$ cat config.mk
export PLATFORM = sky130hd
export DESIGN_NAME = tsa_core
export DESIGN_NICKNAME = d
export VERILOG_FILES = /design/src/tsa_pkg.sv /design/src/tsa_core.sv /design/src/tsa_hold_mem.sv
export VERILOG_INCLUDE_DIRS = /design/src
export SDC_FILE = /design/constraint.sdc
export NUM_CORES = 1
export LEC_CHECK = 0
export BUFFER_PORTS_ARGS = -buffer_cell sky130_fd_sc_hd__buf_2
export CORE_AREA = 2 2 121 123
export DETAILED_ROUTE_END_ITERATION = 16
export DIE_AREA = 0 0 123 125
export PLACE_DENSITY = 0.88
export SLEW_MARGIN = 25
export SYNTH_ARGS = -nofsm -noshare
export SYNTH_HDL_FRONTEND = slang
export SYNTH_HIERARCHICAL = 1
export SYNTH_SLANG_ARGS = --single-unit
$ cat constraint.sdc
create_clock -name mclk -period 3.3 [get_ports mclk]
set_input_delay 0.495 -clock mclk [delete_from_list [all_inputs] [get_ports mclk]]
set_output_delay 0.495 -clock mclk [all_outputs]
set_load 0.005 [all_outputs]
$ cat src/tsa_params.svh
// Constants for the table store and indexed add execution block
`ifndef TSA_PARAMS_SVH
`define TSA_PARAMS_SVH

`define TSA_PTR_W        21
`define TSA_PTR_RST      21'h000000
`define TSA_SEL_W        3
`define TSA_HOLD_DEPTH   8
`define TSA_HOLD_RST     8'hFF
`define TSA_DATA_W       8
`define TSA_DADDR_W      12
`define TSA_INSTR_W      16
`define TSA_TBL_OPC      14'h0003
`define TSA_ADD_OPC      6'h09
`define TSA_ADD_D_BIT    9
`define TSA_ADD_ZERO_BIT 8
`define TSA_K_MAX        8'h5F
`define TSA_ACC_RST      8'h00
`define TSA_DADDR_RST    12'h000

`endif

$ cat src/tsa_pkg.sv
// Types shared by the table store and indexed add execution block
package tsa_pkg;

	typedef enum logic [1:0] {
		PH_Q1,
		PH_Q2,
		PH_Q3,
		PH_Q4
	} tsa_phase_t;

	typedef enum logic [1:0] {
		PM_KEEP = 2'h0,
		PM_POST_INC = 2'h1,
		PM_POST_DEC = 2'h2,
		PM_PRE_INC = 2'h3
	} tsa_ptr_mode_t;

	typedef enum logic [1:0] {
		ST_FETCH,
		ST_ADD,
		ST_TBL_DEC,
		ST_TBL_XFER
	} tsa_state_t;

endpackage
$ cat src/tsa_core.sv
// Execution logic for the table store and indexed add instructions
`timescale 1ns/10ps
`include "tsa_params.svh"

module tsa_core #(
	parameter int PTR_W  = `TSA_PTR_W,
	parameter int DEPTH  = `TSA_HOLD_DEPTH,
	parameter int SEL_W  = `TSA_SEL_W
) (
	input  wire logic                      mclk,
	input  wire logic                      arst_n,
	input  wire logic                      instr_valid,
	input  wire logic [`TSA_INSTR_W-1:0]   instr,
	output logic                           instr_ready,
	input  wire logic                      indexed_mode,
	input  wire logic [`TSA_DATA_W-1:0]    table_byte_latch,
	input  wire logic                      ptr_load,
	input  wire logic [PTR_W-1:0]          ptr_wdata,
	output logic      [PTR_W-1:0]          table_address_reg,
	input  wire logic [SEL_W-1:0]          hold_raddr,
	output logic      [`TSA_DATA_W-1:0]    hold_rdata,
	output logic                           byte_sel_high,
	input  wire logic [`TSA_DADDR_W-1:0]   index_base_reg,
	input  wire logic                      acc_load,
	input  wire logic [`TSA_DATA_W-1:0]    acc_wdata,
	output logic      [`TSA_DATA_W-1:0]    acc,
	output logic      [`TSA_DADDR_W-1:0]   dmem_addr,
	input  wire logic [`TSA_DATA_W-1:0]    dmem_rdata,
	output logic                           dmem_we,
	output logic      [`TSA_DATA_W-1:0]    dmem_wdata,
	output logic                           flag_neg,
	output logic                           flag_signed_wrap,
	output logic                           flag_carry,
	output logic                           flag_half_carry,
	output logic                           flag_zero
);

	initial begin
		if (PTR_W != `TSA_PTR_W || DEPTH != (1 << SEL_W) || SEL_W >= PTR_W)
			$error("tsa_core: pointer or holding register geometry not supported");
	end

	tsa_pkg::tsa_phase_t    phase, next_phase;
	tsa_pkg::tsa_state_t    st, next_st;
	tsa_pkg::tsa_ptr_mode_t mode, next_mode;
	logic                   dsel, next_dsel;
	logic [`TSA_DATA_W-1:0] tbl_byte, next_tbl_byte;
	logic [`TSA_DATA_W-1:0] operand, next_operand;
	logic [`TSA_DATA_W-1:0] sum, next_sum;
	logic                   sum_c, sum_hc, next_sum_c, next_sum_hc;
	logic [PTR_W-1:0]       next_ptr;
	logic [`TSA_DATA_W-1:0] next_acc;
	logic [`TSA_DADDR_W-1:0] next_dmem_addr;
	logic                   next_dmem_we;
	logic [`TSA_DATA_W-1:0] next_dmem_wdata;
	logic                   next_n, next_wrap, next_c, next_hc, next_z;
	logic                   hold_we;
	logic [SEL_W-1:0]       hold_waddr;
	logic                   is_tbl, is_add, accept;
	logic [`TSA_DATA_W:0]   wide_sum;
	logic [4:0]             low_sum;
	logic [PTR_W-1:0]       ptr_inc;

	assign instr_ready = (st == tsa_pkg::ST_FETCH) && (phase == tsa_pkg::PH_Q1);
	assign accept      = instr_ready && instr_valid;
	assign is_tbl      = (instr[15:2] == `TSA_TBL_OPC);
	// Offset form is only recognised in indexed mode and with k inside 0..95
	assign is_add      = indexed_mode && (instr[15:10] == `TSA_ADD_OPC)
		&& !instr[`TSA_ADD_ZERO_BIT] && (instr[7:0] <= `TSA_K_MAX);
	assign ptr_inc     = table_address_reg + PTR_W'(1);
	assign byte_sel_high = table_address_reg[0];

	// Pre-increment stores at the new pointer, every other variant at the old one
	assign hold_we    = (st == tsa_pkg::ST_TBL_XFER) && (phase == tsa_pkg::PH_Q4);
	assign hold_waddr = (mode == tsa_pkg::PM_PRE_INC) ? ptr_inc[SEL_W-1:0]
		: table_address_reg[SEL_W-1:0];

	// Only a staging store; the flash programming sequence reads it out later
	tsa_hold_mem #(
		.WIDTH (`TSA_DATA_W),
		.DEPTH (DEPTH),
		.AW    (SEL_W)
	) u_hold (
		.mclk   (mclk),
		.arst_n (arst_n),
		.we     (hold_we),
		.waddr  (hold_waddr),
		.wdata  (tbl_byte),
		.raddr  (hold_raddr),
		.rdata  (hold_rdata)
	);

	always_comb begin
		next_phase      = tsa_pkg::tsa_phase_t'(phase + 2'h1);
		next_st         = st;
		next_mode       = mode;
		next_dsel       = dsel;
		next_tbl_byte   = tbl_byte;
		next_operand    = operand;
		next_sum        = sum;
		next_sum_c      = sum_c;
		next_sum_hc     = sum_hc;
		next_ptr        = table_address_reg;
		next_acc        = acc;
		next_dmem_addr  = dmem_addr;
		next_dmem_we    = 1'b0;
		next_dmem_wdata = dmem_wdata;
		next_n          = flag_neg;
		next_wrap       = flag_signed_wrap;
		next_c          = flag_carry;
		next_hc         = flag_half_carry;
		next_z          = flag_zero;
		wide_sum        = {1'b0, acc} + {1'b0, operand};
		low_sum         = {1'b0, acc[3:0]} + {1'b0, operand[3:0]};
		if (acc_load) begin
			next_acc = acc_wdata;
		end
		unique case (st)
			tsa_pkg::ST_FETCH: begin
				if (accept && is_tbl) begin
					next_st   = tsa_pkg::ST_TBL_DEC;
					next_mode = tsa_pkg::tsa_ptr_mode_t'(instr[1:0]);
				end else if (accept && is_add) begin
					next_st        = tsa_pkg::ST_ADD;
					next_dsel      = instr[`TSA_ADD_D_BIT];
					next_dmem_addr = `TSA_DADDR_W'(index_base_reg + {4'h0, instr[7:0]});
				end
			end
			tsa_pkg::ST_ADD: begin
				if (phase == tsa_pkg::PH_Q2) begin
					next_operand = dmem_rdata;
				end
				if (phase == tsa_pkg::PH_Q3) begin
					next_sum        = wide_sum[`TSA_DATA_W-1:0];
					next_sum_c      = wide_sum[`TSA_DATA_W];
					next_sum_hc     = low_sum[4];
					next_dmem_we    = dsel;
					next_dmem_wdata = wide_sum[`TSA_DATA_W-1:0];
				end
				if (phase == tsa_pkg::PH_Q4) begin
					next_st = tsa_pkg::ST_FETCH;
					if (!dsel) begin
						next_acc = sum;
					end
					next_n  = sum[7];
					next_wrap = (acc[7] == operand[7]) && (sum[7] != acc[7]);
					next_c    = sum_c;
					next_hc   = sum_hc;
					next_z  = (sum == `TSA_DATA_W'(0));
				end
			end
			tsa_pkg::ST_TBL_DEC: begin
				if (phase == tsa_pkg::PH_Q4) begin
					next_st = tsa_pkg::ST_TBL_XFER;
				end
			end
			tsa_pkg::ST_TBL_XFER: begin
				if (phase == tsa_pkg::PH_Q2) begin
					next_tbl_byte = table_byte_latch;
				end
				if (phase == tsa_pkg::PH_Q4) begin
					next_st = tsa_pkg::ST_FETCH;
					unique case (mode)
						tsa_pkg::PM_KEEP:     next_ptr = table_address_reg;
						tsa_pkg::PM_POST_INC: next_ptr = ptr_inc;
						tsa_pkg::PM_POST_DEC: next_ptr = table_address_reg - PTR_W'(1);
						tsa_pkg::PM_PRE_INC:  next_ptr = ptr_inc;
					endcase
				end
			end
		endcase
		// A pointer load from outside wins over the store's own pointer step
		if (ptr_load) begin
			next_ptr = ptr_wdata;
		end
	end

	always_ff @(posedge mclk or negedge arst_n) begin
		if (!arst_n) begin
			phase             <= tsa_pkg::PH_Q1;
			st                <= tsa_pkg::ST_FETCH;
			mode              <= tsa_pkg::PM_KEEP;
			dsel              <= 1'b1;
			tbl_byte          <= `TSA_ACC_RST;
			operand           <= `TSA_ACC_RST;
			sum               <= `TSA_ACC_RST;
			sum_c             <= 1'b0;
			sum_hc            <= 1'b0;
			table_address_reg <= `TSA_PTR_RST;
			acc               <= `TSA_ACC_RST;
			dmem_addr         <= `TSA_DADDR_RST;
			dmem_we           <= 1'b0;
			dmem_wdata        <= `TSA_ACC_RST;
			flag_neg          <= 1'b0;
			flag_signed_wrap  <= 1'b0;
			flag_carry        <= 1'b0;
			flag_half_carry   <= 1'b0;
			flag_zero         <= 1'b0;
		end else begin
			phase             <= next_phase;
			st                <= next_st;
			mode              <= next_mode;
			dsel              <= next_dsel;
			tbl_byte          <= next_tbl_byte;
			operand           <= next_operand;
			sum               <= next_sum;
			sum_c             <= next_sum_c;
			sum_hc            <= next_sum_hc;
			table_address_reg <= next_ptr;
			acc               <= next_acc;
			dmem_addr         <= next_dmem_addr;
			dmem_we           <= next_dmem_we;
			dmem_wdata        <= next_dmem_wdata;
			flag_neg          <= next_n;
			flag_signed_wrap  <= next_wrap;
			flag_carry        <= next_c;
			flag_half_carry   <= next_hc;
			flag_zero         <= next_z;
		end
	end
endmodule

$ cat src/tsa_hold_mem.sv
// Program-memory holding registers with a registered read port
`timescale 1ns/10ps
module tsa_hold_mem #(
	parameter int WIDTH = 8,
	parameter int DEPTH = 8,
	parameter int AW    = 3
) (
	input  wire logic             mclk,
	input  wire logic             arst_n,
	input  wire logic             we,
	input  wire logic [AW-1:0]    waddr,
	input  wire logic [WIDTH-1:0] wdata,
	input  wire logic [AW-1:0]    raddr,
	output logic      [WIDTH-1:0] rdata
);

	logic [WIDTH-1:0] mem      [DEPTH];
	logic [WIDTH-1:0] next_mem [DEPTH];
	logic [WIDTH-1:0] next_rdata;

	initial begin
		if (DEPTH != (1 << AW) || WIDTH < 1)
			$error("tsa_hold_mem: DEPTH must equal 2**AW");
	end

	always_comb begin
		for (int i = 0; i < DEPTH; i++) begin
			next_mem[i] = mem[i];
		end
		if (we) begin
			next_mem[waddr] = wdata;
		end
		next_rdata = mem[raddr];
	end

	// Erased state reads as all ones, as flash does after an erase
	always_ff @(posedge mclk or negedge arst_n) begin
		if (!arst_n) begin
			for (int i = 0; i < DEPTH; i++) begin
				mem[i] <= `TSA_HOLD_RST;
			end
			rdata <= `TSA_HOLD_RST;
		end else begin
			mem   <= next_mem;
			rdata <= next_rdata;
		end
	end

endmodule

==> results.md, run 1 <==
STA:
- Setup violations remaining at the end of the flow were counted as 0.
- The count of endpoints failing hold in the final timing report came to 0.
- The slew at the pin with the worst max-slew slack is 0.895 ns.
- Setup repair after global routing left no endpoint under its margin.
- In this run the tightest slew margin relative to its limit is 40.1%.
- The worst clock skew is 0.00966 ns.
- The setup slack of the critical path after layout is 0.596 ns.
- The max-slew violation count came to 0.
- Of the available clock period, the critical path in the final layout requires 81.9%.
- Setup total negative slack on the finished layout was measured at 0 ns.
- The top achievable clock speed is 370 MHz.
- The smallest clock period supported by the final layout is computed as 2.70 ns.

Critical path:
- The capture point of the worst reg-to-reg path is u_hold/mem[0].
- The arrival time of the worst setup path is 3.05 ns.
- STA puts the critical path data required time at 3.65 ns.
- The critical-path maximum fanout is 8.
- The count of cells along the worst register-to-register path is 5.
- The critical path in this run is classified as reg -> reg.
- STA classifies the critical path startpoint as a flop.
- For flop-to-flop paths, the worst setup slack is 0.60 ns.
- In this run the critical register-to-register path is launched from table_address_reg[0].
- STA classifies the critical path endpoint as a flop.

CTS:
- Hold repair after CTS inserted 0 buffers.
- The clock latency reported for the late side of the worst-skew pair is 0.42 ns.
- The number of sinks driven by the clock tree is 152.
- Buffers inserted during clock tree synthesis total 17.
- After clock tree synthesis, the clock-pin slew on the worst setup and hold paths is 0.06 ns.
- The number of gates given a new drive strength after cts is 0.
- The post-CTS setup buffer count is 0.
- The CTS tree is yes.
- The maximum buffer depth of the clock tree is 2.
- The CTS root buffer is sky130_fd_sc_hd__clkbuf_16.
- The H-tree generated during clock tree synthesis spans 4 levels.

Run:
- Max-cap violations in this run came to 0.

Routing:
- In the final routed layout, each cell accounts on average for 17.6 um.
- The number of design-rule violations left by the first detailed-router iteration is 322.
- The post-detailed-route via-to-cell ratio is 5.73.
- The post-detailed-routing wire length is 17100 um.
- The total number of vias is 5561.
- The detailed-route DRC error count is 0.
- The number of nets with antenna violations after detailed routing is 0.
- The number of iterations in the first detailed-routing pass is 5.

Floorplanning:
- The floorplan has 44 rows.
- The floorplan step set the die width to 123 um.
- The number of ports placed on the die boundary is 147.
- The initial cell density of the core is 55.2%.
- The die footprint is 15400 um2.
- The core region is 14200 um2.
- From bottom edge to top edge, the die measures 125 um.

Min path:
- The path class of the lowest-slack min-delay path is in -> async.

Synthesis:
- The synthesized netlist cell count is 631.
- The synthesized area per cell is 12.4 um2.
- The share of synthesized flip-flops with an asynchronous set or reset is 100%.
- After synthesis, the largest area contributor takes up 25.2% of total cell area.
- The largest area contributor in the synthesized netlist is sky130_fd_sc_hd__dfrtp_1.
- Counting flops with a built-in enable in the synthesized netlist gives 0.
- The sequential share of the synthesized area is 49.7%.
- The number of register bits inferred by synthesis is 152.
- Yosys printed 6 warnings.
- In the post-synthesis netlist, the biggest area contributors are sky130_fd_sc_hd__dfrtp_1 25%, sky130_fd_sc_hd__dfstp_2 24%, sky130_fd_sc_hd__mux2_2 15%.
- The netlist uses 62 different library cells.
- The synthesized net count is 737.
- The mapped netlist covers 7840 um2.
- The primary flip-flop cell chosen by synthesis mapping is sky130_fd_sc_hd__dfrtp_1.

Layout:
- The footprint of the multi-input gates is 3750 um2.
- The final layout contains 877 nets.
- The core utilization of the finished layout is 65.5%.
- From synthesis to final layout, the design area changed by 18.6%.
- The post-route netlist has 47.1% of its cells at a drive strength greater than 1.
- The flip-flop count of the largest register after layout is 64.
- After filler insertion, the fill cell instance count of the layout stands at 1047.
- In the final layout, flip-flops and latches occupy 3890 um2.

Placed design:
- The setup slack at placement is 0.664 ns.
- In this run the tool buffered the top-level ports with 146 buffer cells.
- The detailed placer's ending HPWL is 12000 um.
- The routability congestion estimate from global placement is 0.837.

GRT:
- The largest net degree at the start of global routing is 85.
- The via count of the first global-routing pass is 5563.
- The aggregate global routing overflow is 0.
- The total routing resource utilization after global routing is 23.0%.
- The first global-routing pass estimated 27600 um of wire.
- The initial antenna violation count came to 1.

Outcome:
- The flow ran to the end, and the final reports show no timing, DRC or antenna violations.

Pwr:
- For this design the static power due to leakage is 0.00423 uW.
- Dividing total power by cell area gives a power density of 489 nW/um2.
- VDD sags by at most 0.379 mV.
-- cell usage after synthesis, types with 5 or more instances --
| cell type | instances |
|---|---|
| sky130_fd_sc_hd__a21oi_1 | 21 |
| sky130_fd_sc_hd__and3_1 | 7 |
| sky130_fd_sc_hd__buf_2 | 8 |
| sky130_fd_sc_hd__clkbuf_1 | 18 |
| sky130_fd_sc_hd__dfrtp_1 | 79 |
| sky130_fd_sc_hd__dfstp_2 | 73 |
| sky130_fd_sc_hd__ha_1 | 22 |
| sky130_fd_sc_hd__inv_1 | 8 |
| sky130_fd_sc_hd__mux2_2 | 107 |
| sky130_fd_sc_hd__mux2i_1 | 8 |
| sky130_fd_sc_hd__mux4_1 | 15 |
| sky130_fd_sc_hd__nand2_1 | 57 |
| sky130_fd_sc_hd__nand2b_1 | 5 |
| sky130_fd_sc_hd__nand3_1 | 11 |
| sky130_fd_sc_hd__nand4_1 | 8 |
| sky130_fd_sc_hd__nor2_1 | 17 |
| sky130_fd_sc_hd__nor3_1 | 7 |
| sky130_fd_sc_hd__nor4_1 | 5 |
| sky130_fd_sc_hd__o21ai_0 | 39 |
| sky130_fd_sc_hd__o21ai_1 | 6 |
| sky130_fd_sc_hd__or3_1 | 6 |
| sky130_fd_sc_hd__xnor2_1 | 22 |
| sky130_fd_sc_hd__xor2_1 | 16 |
-- per-layer routing --
layer / wire, um / track usage (%) / up-vias / part of all wire, %
met1: 7290 / 29.5 / 2759 / 43
met2: 8620 / 38.1 / 176 / 50
li1: - / - / 2601 / -
met3: 870 / 6.25 / 25 / 5.1
met4: 308 / 7.35 / 0 / 1.8
met5: 0 / 0 / - / 0
-- per-stage QoR --
step                      instance area [um2]  hold slack (ns)  instances  power, uW
after global routing                     9300            0.150        969       4730
after CTS                                9300            0.131        968       4580
after global placement                   8690            0.460        936       2610
after detailed placement                 8690            0.471        936       2630
final                                    9300            0.101        970       4550
after floorplan                          7840            0.199        631       2390
-- layout make-up --
| cell class | instances | share of cell area [%] |
|---|---|---|
| inverters | 8 | 0.323 |
| diodes | 2 | 0.0538 |
| multi-input cells | 439 | 40.3 |
| clock buffers | 26 | 5.83 |
| repair buffers | 153 | 8.49 |
| flip-flops and latches | 152 | 41.9 |
| clock inverters | 6 | 0.646 |
| well taps | 184 | 2.48 |
-- cells in the final DEF, fill, tap and decap left out, types with 16 or more instances in the layout --
cell type	instances
sky130_fd_sc_hd__buf_2	145
sky130_fd_sc_hd__dfrtp_1	79
sky130_fd_sc_hd__o21ai_0	39
sky130_fd_sc_hd__nor2_1	17
sky130_fd_sc_hd__xor2_1	16
sky130_fd_sc_hd__xnor2_1	22
sky130_fd_sc_hd__ha_1	22
sky130_fd_sc_hd__dfstp_2	73
sky130_fd_sc_hd__a21oi_1	21
sky130_fd_sc_hd__nand2_1	57
sky130_fd_sc_hd__mux2_2	107
sky130_fd_sc_hd__clkbuf_16	19
-- worst max-delay path by stage --
stage	from	endpoint	slack, ns	cells past startpoint
floorplan	acc[0]	sum[6]	1.06	8
global placement	table_address_reg[0]	u_hold/mem[4]	0.85	5
detailed placement	table_address_reg[0]	u_hold/mem[0]	0.66	5
CTS	table_address_reg[0]	u_hold/mem[17]	0.65	5
global route	table_address_reg[0]	u_hold/mem[4]	0.43	5
finish	table_address_reg[0]	u_hold/mem[0]	0.60	5
-- power breakdown --
group	switching [uW]	total (uW)	leakage [uW]	internal [uW]
clock network	737	1940	0.000293	1200
logic	267	527	0.00221	260
registers	119	2080	0.00172	1960
-- cell families after synthesis --
group                    share of synthesized area (%)
AO/OA/AOI/OAI                                     7.42
buffers and inverters                             2.49
flip-flops                                        49.7
adder cells (fa/ha/maj)                           4.02
AND/OR/NAND/NOR                                   10.4
XOR/XNOR                                          4.25
multiplexers                                      21.7
-- worst max-delay path, stage by stage, from the launching register on --
cell and delay [ns]:
sky130_fd_sc_hd__dfrtp_1 0.49, sky130_fd_sc_hd__ha_1 0.27, sky130_fd_sc_hd__nand3_1 0.10, sky130_fd_sc_hd__xnor2_1 0.62, sky130_fd_sc_hd__nand4_1 0.66, sky130_fd_sc_hd__mux2_2 0.48
Note: power is estimated with default switching activity, not from simulation.
==> run 2: changes to the inputs <==
--- a/config.mk
+++ b/config.mk
@@ -7,10 +7,10 @@
 export NUM_CORES = 1
 export LEC_CHECK = 0
 export BUFFER_PORTS_ARGS = -buffer_cell sky130_fd_sc_hd__buf_2
-export CORE_AREA = 2 2 121 123
+export CORE_AREA = 2 2 127 129
 export DETAILED_ROUTE_END_ITERATION = 16
-export DIE_AREA = 0 0 123 125
-export PLACE_DENSITY = 0.88
+export DIE_AREA = 0 0 129 131
+export PLACE_DENSITY = 0.85
 export SLEW_MARGIN = 25
 export SYNTH_ARGS = -nofsm -noshare
 export SYNTH_HDL_FRONTEND = slang
==> constraint.sdc (replaced) <==
create_clock -name mclk -period 2.4 [get_ports mclk]
set_input_delay 0.36 -clock mclk [delete_from_list [all_inputs] [get_ports mclk]]
set_output_delay 0.36 -clock mclk [all_outputs]
set_load 0.005 [all_outputs]
==> run 2 against run 1 <==
Setup slack lost 0.47 ns. Clock power grew 25%. Non-clock buffer count grew 14. Hold slack gained 0.051 ns. Total power grew 32%. Combinational power grew 42%. Register-to-register slack lost 0.47 ns. Critical path depth grew 3. Largest power group unchanged. Count of clock-buffer cells in the layout grew 3.
==> results.md, run 2 (synthesis results as in run 1) <==
STA:
- The tightest slew margin relative to the limit is 56.0%.
- Setup repair after global routing left no endpoint under its margin.
- Clock skew on the completed layout was measured at 0.0115 ns.
- Static timing analysis puts the maximum clock frequency at 439 MHz.
- The number of setup violations in the final report is 0.
- The max-slew violation count came to 0.
- In the final timing run, aggregate negative setup slack is 0 ns.
- The count of endpoints failing hold in the final timing report was 0.
- The slew at the pin with the worst max-slew slack is 0.660 ns.
- After layout, the minimum clock period comes to 2.28 ns.
- The final clock period utilization by the worst path is 94.9%.

CTS:
- The tree built by TritonCTS fans out to 152 sinks.
- The CTS root buffer is sky130_fd_sc_hd__clkbuf_16.
- The maximum buffer depth of the clock tree is 2.
- The CTS tree is yes.
- For the worst-skew pair, the clock arrives at the later sink with an insertion delay of 0.42 ns.
- The H-tree was split into 4 levels.
- The total clock buffers created by CTS is 17.
- Clock-pin slew was measured on the worst setup and hold paths at 0.06 ns.

GRT:
- Across every metal layer, demand over resource in global routing totals 21.2%.
- The initial antenna violation count is 0.
- After global routing the overflow that remains totals 0.
- The via count of the first global-routing pass is 5375.
- The largest net degree at the start of global routing is 74.
- The first-pass GRT wire length is 27600 um.

Floorplanning:
- The number of ports placed on the die boundary is 147.
- The initial utilization of the core area, before any placement, comes to 50.3%.
- The number of standard-cell rows in the floorplan is 46.
- The region available for standard cell placement spans 15600 um2.
- In this run the horizontal extent of the chip is 129 um.
- From bottom edge to top edge, the die measures 131 um.
- The floorplan step defined a die boundary enclosing 16900 um2.

Layout:
- In the layout the commonest cells are 145 x sky130_fd_sc_hd__buf_2, 107 x sky130_fd_sc_hd__mux2_2, 79 x sky130_fd_sc_hd__dfrtp_1, 73 x sky130_fd_sc_hd__dfstp_2, 57 x sky130_fd_sc_hd__nand2_1.
- The number of antenna diodes in the final layout is 0.
- The net count of the finished layout is 891.
- The filler cell count in the final layout is 1218.
- The library cell used most frequently in the layout, excluding fill and tap cells, is sky130_fd_sc_hd__buf_2.
- Once layout is complete, the utilization of the core stands at 60.3%.
- The flip-flop count of the largest register after layout is 64.
- The area growth from synthesis to layout is 20.0%.
- The footprint of the multi-input gates is 3760 um2.
- Summing all flip-flop and latch instances after layout gives 3890 um2.
- In the final layout, the share of cells above drive strength 1 is 47.5%.
- The finished layout holds 1014 standard cells, fillers aside.

Routing:
- The wire length per cell after detailed routing is 16.9 um.
- The post-detailed-route via-to-cell ratio is 5.43.
- In this run, the number of DRC markers left after iteration 0 of detailed routing was 274.
- For this block, the routed nets add up to 17100 um of wire.
- The number of iterations in the first detailed-routing pass is 4.
- The number of nets with antenna violations after detailed routing is 0.
- The total number of vias is 5504.
- For this run, design rule violations remaining after detail routing come to 0.

Min path:
- The start point of the worst min-delay path is ptr_wdata[6].
- The path class of the lowest-slack min-delay path is in -> reg.

Pwr:
- The total internal power is 4510 uW.
- The clock network is responsible for 40.2% of the overall power.
- The switching portion of total power is 25.2%.
- The largest vdd supply drop is 0.549 mV.
- The combinational power share is 12.4%.
- Dividing total power by cell area gives a power density of 640 nW/um2.
- Sequential cells account for 47.4% of the total power.
- The total net switching power is 1510 uW.
- In this run the static leakage power is 0.00427 uW.

Critical path:
- The worst setup path is launched from a flop.
- The most numerous cell type found on the critical path is sky130_fd_sc_hd__a21o_1.
- For the worst setup path, the data required time is 2.76 ns.
- The critical path's top delay family is compound AO/OA/AOI/OAI gates.
- The origin of the worst setup path is acc[0].
- For this run, the slowest stage of the critical path takes 0.48 ns.
- The critical-path maximum fanout is 3.
- The sort of element at the end of the critical path is a flop.
- The arrival time of the worst setup path is 2.64 ns.
- Traced cell by cell, the critical path runs through ha_1 > fa_2 > a21o_1 > a21oi_2 > nor2b_1 > or4b_1 > a31oi_1 > a21o_1.
- The worst register-to-register path begins at acc[0].
- The critical path is of the reg -> reg type.
- The slowest library cell on the worst path is sky130_fd_sc_hd__or4b_1.
- The sum of buffers and inverters on the critical path is 0.

Placed design:
- The number of placed instances, taps included is 981.
- The count of input and output buffers is 146.
- The detailed placer's ending HPWL is 12000 um.
- At the end of routability-driven placement, the weighted congestion stood at 0.880.

Outcome:
- The flow ran to the end, and the final reports show no timing, DRC or antenna violations.

Run:
- The number of violations of the max-capacitance limit is 0.
==> run 2: per-layer routing <==
metal	up-vias	routed length, um	GRT usage [%]
li1	2623	-	-
met2	144	8730	36.0
met5	-	0	0
met4	0	187	5.43
met1	2722	7550	27.8
met3	15	662	4.80
==> run 2: power by group through the flow <==
| stage | Clock [uW] | Combinational, uW | Sequential (uW) |
|---|---|---|---|
| CTS | 2480 | 755 | 2850 |
| global placement | 0 | 728 | 2880 |
| global route | 2610 | 837 | 2870 |
| floorplan | 0 | 441 | 2850 |
| finish | 2420 | 747 | 2850 |
| detailed placement | 0 | 747 | 2890 |
==> run 2: worst reg2reg max path: cells and delay by family (launching register included) <==
family / cells / cell delay, ns
AOI/OAI and AO/OA: 4 / 0.65
adders and majority gates: 2 / 0.59
DFF: 1 / 0.40
and+or+nand+nor: 2 / 0.57
==> run 2: path summary, 6_finish.rpt <==
path,to,cells past startpoint,slack [ns]
worst max register to register,sum[6],8,0.12
worst min-delay path,table_address_reg[6],3,0.15
worst max-delay path,sum[6],8,0.12
max in group asynchronous,u_hold/mem[29],3,1.10
worst min register to register,dmem_addr[8],2,0.48
min in group asynchronous,flag_zero,2,0.53
==> run 2: cell type report <==
type                    instances  share of cell area, %
multi-input cells             439                   40.0
clock inverters                 3                  0.199
clock buffers                  29                   5.44
repair buffers                167                   9.80
inverters                       8                  0.319
flip-flops and latches        152                   41.4
well taps                     216                   2.87
==> run 2: repair_timing <==
action	in CTS	in global routing
endpoints found under the setup margin	1	5
hold buffers	1	0
pin swaps	0	1
endpoints found under the hold margin	34	0
resized for setup	1	2
setup buffers	0	0
==> run 2: per-stage QoR <==
step	worst slack (ns)	hold WS [ns]	total power, uW	instance area, um2
5_1_grt	0.00650	0.145	6320	9410
2_1_floorplan	0.156	0.0644	3290	7840
6_report	0.122	0.152	6020	9410
4_1_cts	0.0787	0.132	6080	9400
3_3_place_gp	0.0961	0.424	3610	8860
3_5_place_dp	0.0219	0.428	3630	8860
==> run 3: changes to the inputs <==
--- a/config.mk
+++ b/config.mk
@@ -6,11 +6,12 @@
 export SDC_FILE = /design/constraint.sdc
 export NUM_CORES = 1
 export LEC_CHECK = 0
+export ABC_AREA = 1
 export BUFFER_PORTS_ARGS = -buffer_cell sky130_fd_sc_hd__buf_2
-export CORE_AREA = 2 2 127 129
+export CORE_AREA = 2 2 133 135
 export DETAILED_ROUTE_END_ITERATION = 16
-export DIE_AREA = 0 0 129 131
-export PLACE_DENSITY = 0.85
+export DIE_AREA = 0 0 135 137
+export PLACE_DENSITY = 0.84
 export SLEW_MARGIN = 25
 export SYNTH_ARGS = -nofsm -noshare
 export SYNTH_HDL_FRONTEND = slang
==> run 3 against run 2 <==
Setup slack improved by 0.066 ns. Design area rose by 8.4%. Clock power rose by 14%. Critical path type unchanged. Largest cell class is now multi-input gates. Largest power group unchanged.
==> results.md, run 3 <==
Floorplanning:
- The number of standard-cell rows in the floorplan is 48.
- The die covers 18500 um2.
- The number of ports placed on the die boundary is 147.
- Once the floorplan was initialized, standard cells occupied 51.0% of the core.
- The placeable core region is 17100 um2.
- The die is 137 um tall.
- The chip width is 135 um.

GRT:
- The aggregate global routing overflow is 0.
- The initial antenna violation count is 0.
- The total routing resource utilization after global routing is 24.7%.
- The largest net degree at the start of global routing is 52.
- The first global-routing pass estimated 36300 um of wire.
- The via count of the first global-routing pass is 7623.

Synthesis:
- By area the synthesized netlist is led by sky130_fd_sc_hd__dfrtp_1 23%, sky130_fd_sc_hd__dfstp_2 22%, sky130_fd_sc_hd__nand2_1 16%.
- The dominant cell by count in the synthesized netlist is sky130_fd_sc_hd__nand2_1.
- The largest area contributor in the synthesized netlist is sky130_fd_sc_hd__dfrtp_1.
- For this run, the leading register cell type out of synthesis is sky130_fd_sc_hd__dfrtp_1.
- For this run, asynchronously set or reset flops after synthesis account for 100%.
- Ranked by instance count, the synthesized netlist is headed by 382 x sky130_fd_sc_hd__nand2_1, 132 x sky130_fd_sc_hd__inv_1, 86 x sky130_fd_sc_hd__nand3_1.
- Yosys mapped the design onto 49 distinct sky130hd cell types.
- The count of warnings emitted by yosys is 6.
- The synthesized design devotes to its leading area cell type 22.7% of total area.
- The sequential share of the synthesized area is 44.8%.
- After synthesis, the mean cell area works out to 7.60 um2.
- The synthesized area is 8690 um2.
- The synthesized netlist cell count is 1143.
- Yosys mapped a number of flops with a built-in enable equal to 0.
- The synthesized net count is 1249.
- The number of register bits inferred by synthesis is 152.

Outcome:
- The run finished with clean final reports.

Placed design:
- After legalization and detailed placement, the total HPWL measured 15800 um.
- The post-place instance area is 9580 um2.
- The count of input and output buffers is 146.
- The setup slack at placement is 0.222 ns.
- The number of placed instances, taps included is 1484.
- The routability congestion estimate from global placement is 0.951.

CTS:
- The CTS tree is yes.
- The number of sinks driven by the clock tree is 152.
- The CTS root buffer is sky130_fd_sc_hd__clkbuf_16.
- After clock tree synthesis, the clock-pin slew on the worst setup and hold paths is 0.07 ns.
- The number of clock buffers added by TritonCTS is 17.
- The number of H-tree levels is 4.
- For the worst-skew pair, the clock arrives at the later sink with an insertion delay of 0.43 ns.
- The maximum buffer depth of the clock tree is 2.

Critical path:
- The worst setup path is of the reg -> reg kind.
- The element type at the critical path start is a flop.
- The start of the worst register-to-register path is table_address_reg[0].
- The sum of buffers and inverters on the critical path is 2.
- The required time of the critical path is 2.74 ns.
- Walking the worst path, the cells encountered are inv_1 > ha_1 > nor2_1 > a21oi_1 > inv_1 > nor2_1 > nand2_1 > o21ai_0.
- The capture point of the worst reg-to-reg path is u_hold/mem[38].
- For the worst flop-to-flop path, the logic depth is 8.
- For this design, the slowest cell found on the critical path is sky130_fd_sc_hd__dfrtp_1.
- The worst register-to-register path has a setup slack of 0.19 ns.
- The critical-path maximum fanout is 16.
- The peak per-stage delay on the critical path is 0.43 ns.
- The kind of cell with the highest combined delay along the critical path is compound AO/OA/AOI/OAI gates.
- STA classifies the critical path endpoint as a flop.
- The arrival time of the worst setup path is 2.55 ns.

Routing:
- In this run the top signal layer used is met4.
- In the routed design, unresolved DRC markers number 0.
- The post-detailed-routing wire length is 21800 um.
- Wire segments on met2 add up to 10400 um in the final route.
- Wire segments on met3 add up to 1590 um in the final route.
- The post-detailed-route via-to-cell ratio is 5.23.
- The total number of vias is 7935.
- The number of iterations in the first detailed-routing pass is 5.
- The count of nets left with antenna violations once routing finished came out at 0.
- In the final routed layout, each cell accounts on average for 14.4 um.
- The number of design-rule violations left by the first detailed-router iteration is 559.
- The met1 wire length is 9300 um.

STA:
- The slew at the pin with the worst max-slew slack is 0.585 ns.
- The number of setup violations in the final report is 0.
- The setup slack of the critical path after layout is 0.188 ns.
- Setup repair after global routing could not meet its margin everywhere.
- The count of endpoints failing hold in the final timing report is 0.
- Measured against its own limit, the worst slew margin works out to 60.9%.
- On the final layout, the worst clock skew is 0.0107 ns.
- The max-slew violation count is 0.
- The final clock period utilization by the worst path is 92.2%.
- The post-route minimum period is 2.21 ns.
- Static timing analysis puts the maximum clock frequency at 452 MHz.

Layout:
- The finished cells cover 10200 um2.
- The commonest non-fill, non-tap cell in the layout is sky130_fd_sc_hd__nand2_1.
- The filler cell count in the final layout is 1529.
- Compared with the post-synthesis result, the final layout area differs by 17.3%.
- In the layout the commonest cells are 382 x sky130_fd_sc_hd__nand2_1, 145 x sky130_fd_sc_hd__buf_2, 132 x sky130_fd_sc_hd__inv_1, 86 x sky130_fd_sc_hd__nand3_1, 79 x sky130_fd_sc_hd__dfrtp_1.
- Excluding fillers, the count of instances in the completed layout stands at 1517.
- The final net count is 1385.
- The area occupied by registers is 3890 um2.
- The number of antenna diodes in the final layout is 0.
- The register with the most flip-flops in the layout has 64 of them.
- The share of final-layout standard cells stronger than drive strength 1 is 23.9%.
- The footprint of the multi-input gates is 4030 um2.

Pwr:
- Net switching is 31.4% of the power.
- Sequential cells burn 41.5% of the power.
- In this run the power density over the cells is 731 nW/um2.
- The total internal power is 5110 uW.
- The largest vdd supply drop is 0.513 mV.
- The analysis attributes to cell leakage a power of 0.00501 uW.
- The combinational power share is 21.6%.
- The total net switching power is 2340 uW.
- The share of total power in the clock network is 36.9%.

Min path:
- The startpoint identified for the worst hold timing path is dmem_rdata[2].
- The end of the worst hold path is operand[2].
- The number of stages on the worst hold path is 2.
- The path class of the lowest-slack min-delay path is in -> reg.

Run:
- The tool flagged a number of max-cap violations equal to 0.
==> run 3: worst reg2reg max path, stage by stage (launching register included) <==
cell	delay (ns)
sky130_fd_sc_hd__dfrtp_1	0.43
sky130_fd_sc_hd__inv_1	0.13
sky130_fd_sc_hd__ha_1	0.33
sky130_fd_sc_hd__nor2_1	0.05
sky130_fd_sc_hd__a21oi_1	0.29
sky130_fd_sc_hd__inv_1	0.14
sky130_fd_sc_hd__nor2_1	0.15
sky130_fd_sc_hd__nand2_1	0.29
sky130_fd_sc_hd__o21ai_0	0.31
==> run 3: power by group through the flow <==
stage | combinational [uW] | sequential, uW | clock (uW)
after floorplan | 1070 | 3070 | 0
after global placement | 1550 | 3120 | 0
after detailed placement | 1600 | 3120 | 0
after CTS | 1610 | 3090 | 2790
after global routing | 1830 | 3130 | 2890
final | 1610 | 3090 | 2750
==> run 3: worst max path at each step <==
stage / startpoint / endpoint / slack (ns) / depth (start not counted)
3_5_place_dp: table_address_reg[0] / u_hold/mem[20] / 0.22 / 7
2_1_floorplan: mode[0] / u_hold/mem[24] / 0.38 / 9
3_3_place_gp: table_address_reg[1] / u_hold/mem[16] / 0.32 / 7
5_1_grt: table_address_reg[0] / u_hold/mem[33] / -0.03 / 8
4_1_cts: table_address_reg[0] / u_hold/mem[20] / 0.19 / 7
6_report: table_address_reg[0] / u_hold/mem[38] / 0.19 / 8
==> run 3: kinds of logic after synthesis <==
| group | share of synthesized area, % |
|---|---|
| muxes | 2.88 |
| and+or+nand+nor | 28.2 |
| adders and majority gates | 3.63 |
| buffers and inverters | 8.78 |
| DFF | 44.8 |
| xor gates and xnor gates | 1.71 |
| AOI/OAI and AO/OA | 9.93 |
==> run 3: repair_timing <==
item,4_1_cts,5_1_grt
resized for setup,0,1
hold buffers,1,0
endpoints found under the hold margin,31,0
setup endpoints to repair,0,30
setup buffers,0,0
==> run 3: through the flow <==
stage	util [%]	hold WS [ns]	power, uW	TNS (ns)
2_1_floorplan	-	0.0644	4140	0
3_3_place_gp	56.2	0.344	4670	0
3_5_place_dp	56.2	0.346	4720	0
4_1_cts	59.8	0.146	7490	0
5_1_grt	59.8	0.150	7840	-0.0301
6_report	59.8	0.159	7450	0
==> run 3: cell type report <==
type                    count  area share, %
flip-flops and latches    152           38.2
clock inverters            13           1.56
clock buffers              19           4.34
repair buffers            155           8.16
well taps                 225           2.76
multi-input cells         806           39.6
inverters                 147           5.41
==> run 3: metal layers <==
metal | GRT usage (%) | vias up
met5 | 0 | -
met4 | 8.51 | 0
met3 | 4.81 | 37
met2 | 41.2 | 309
met1 | 32.3 | 3681
li1 | - | 3908
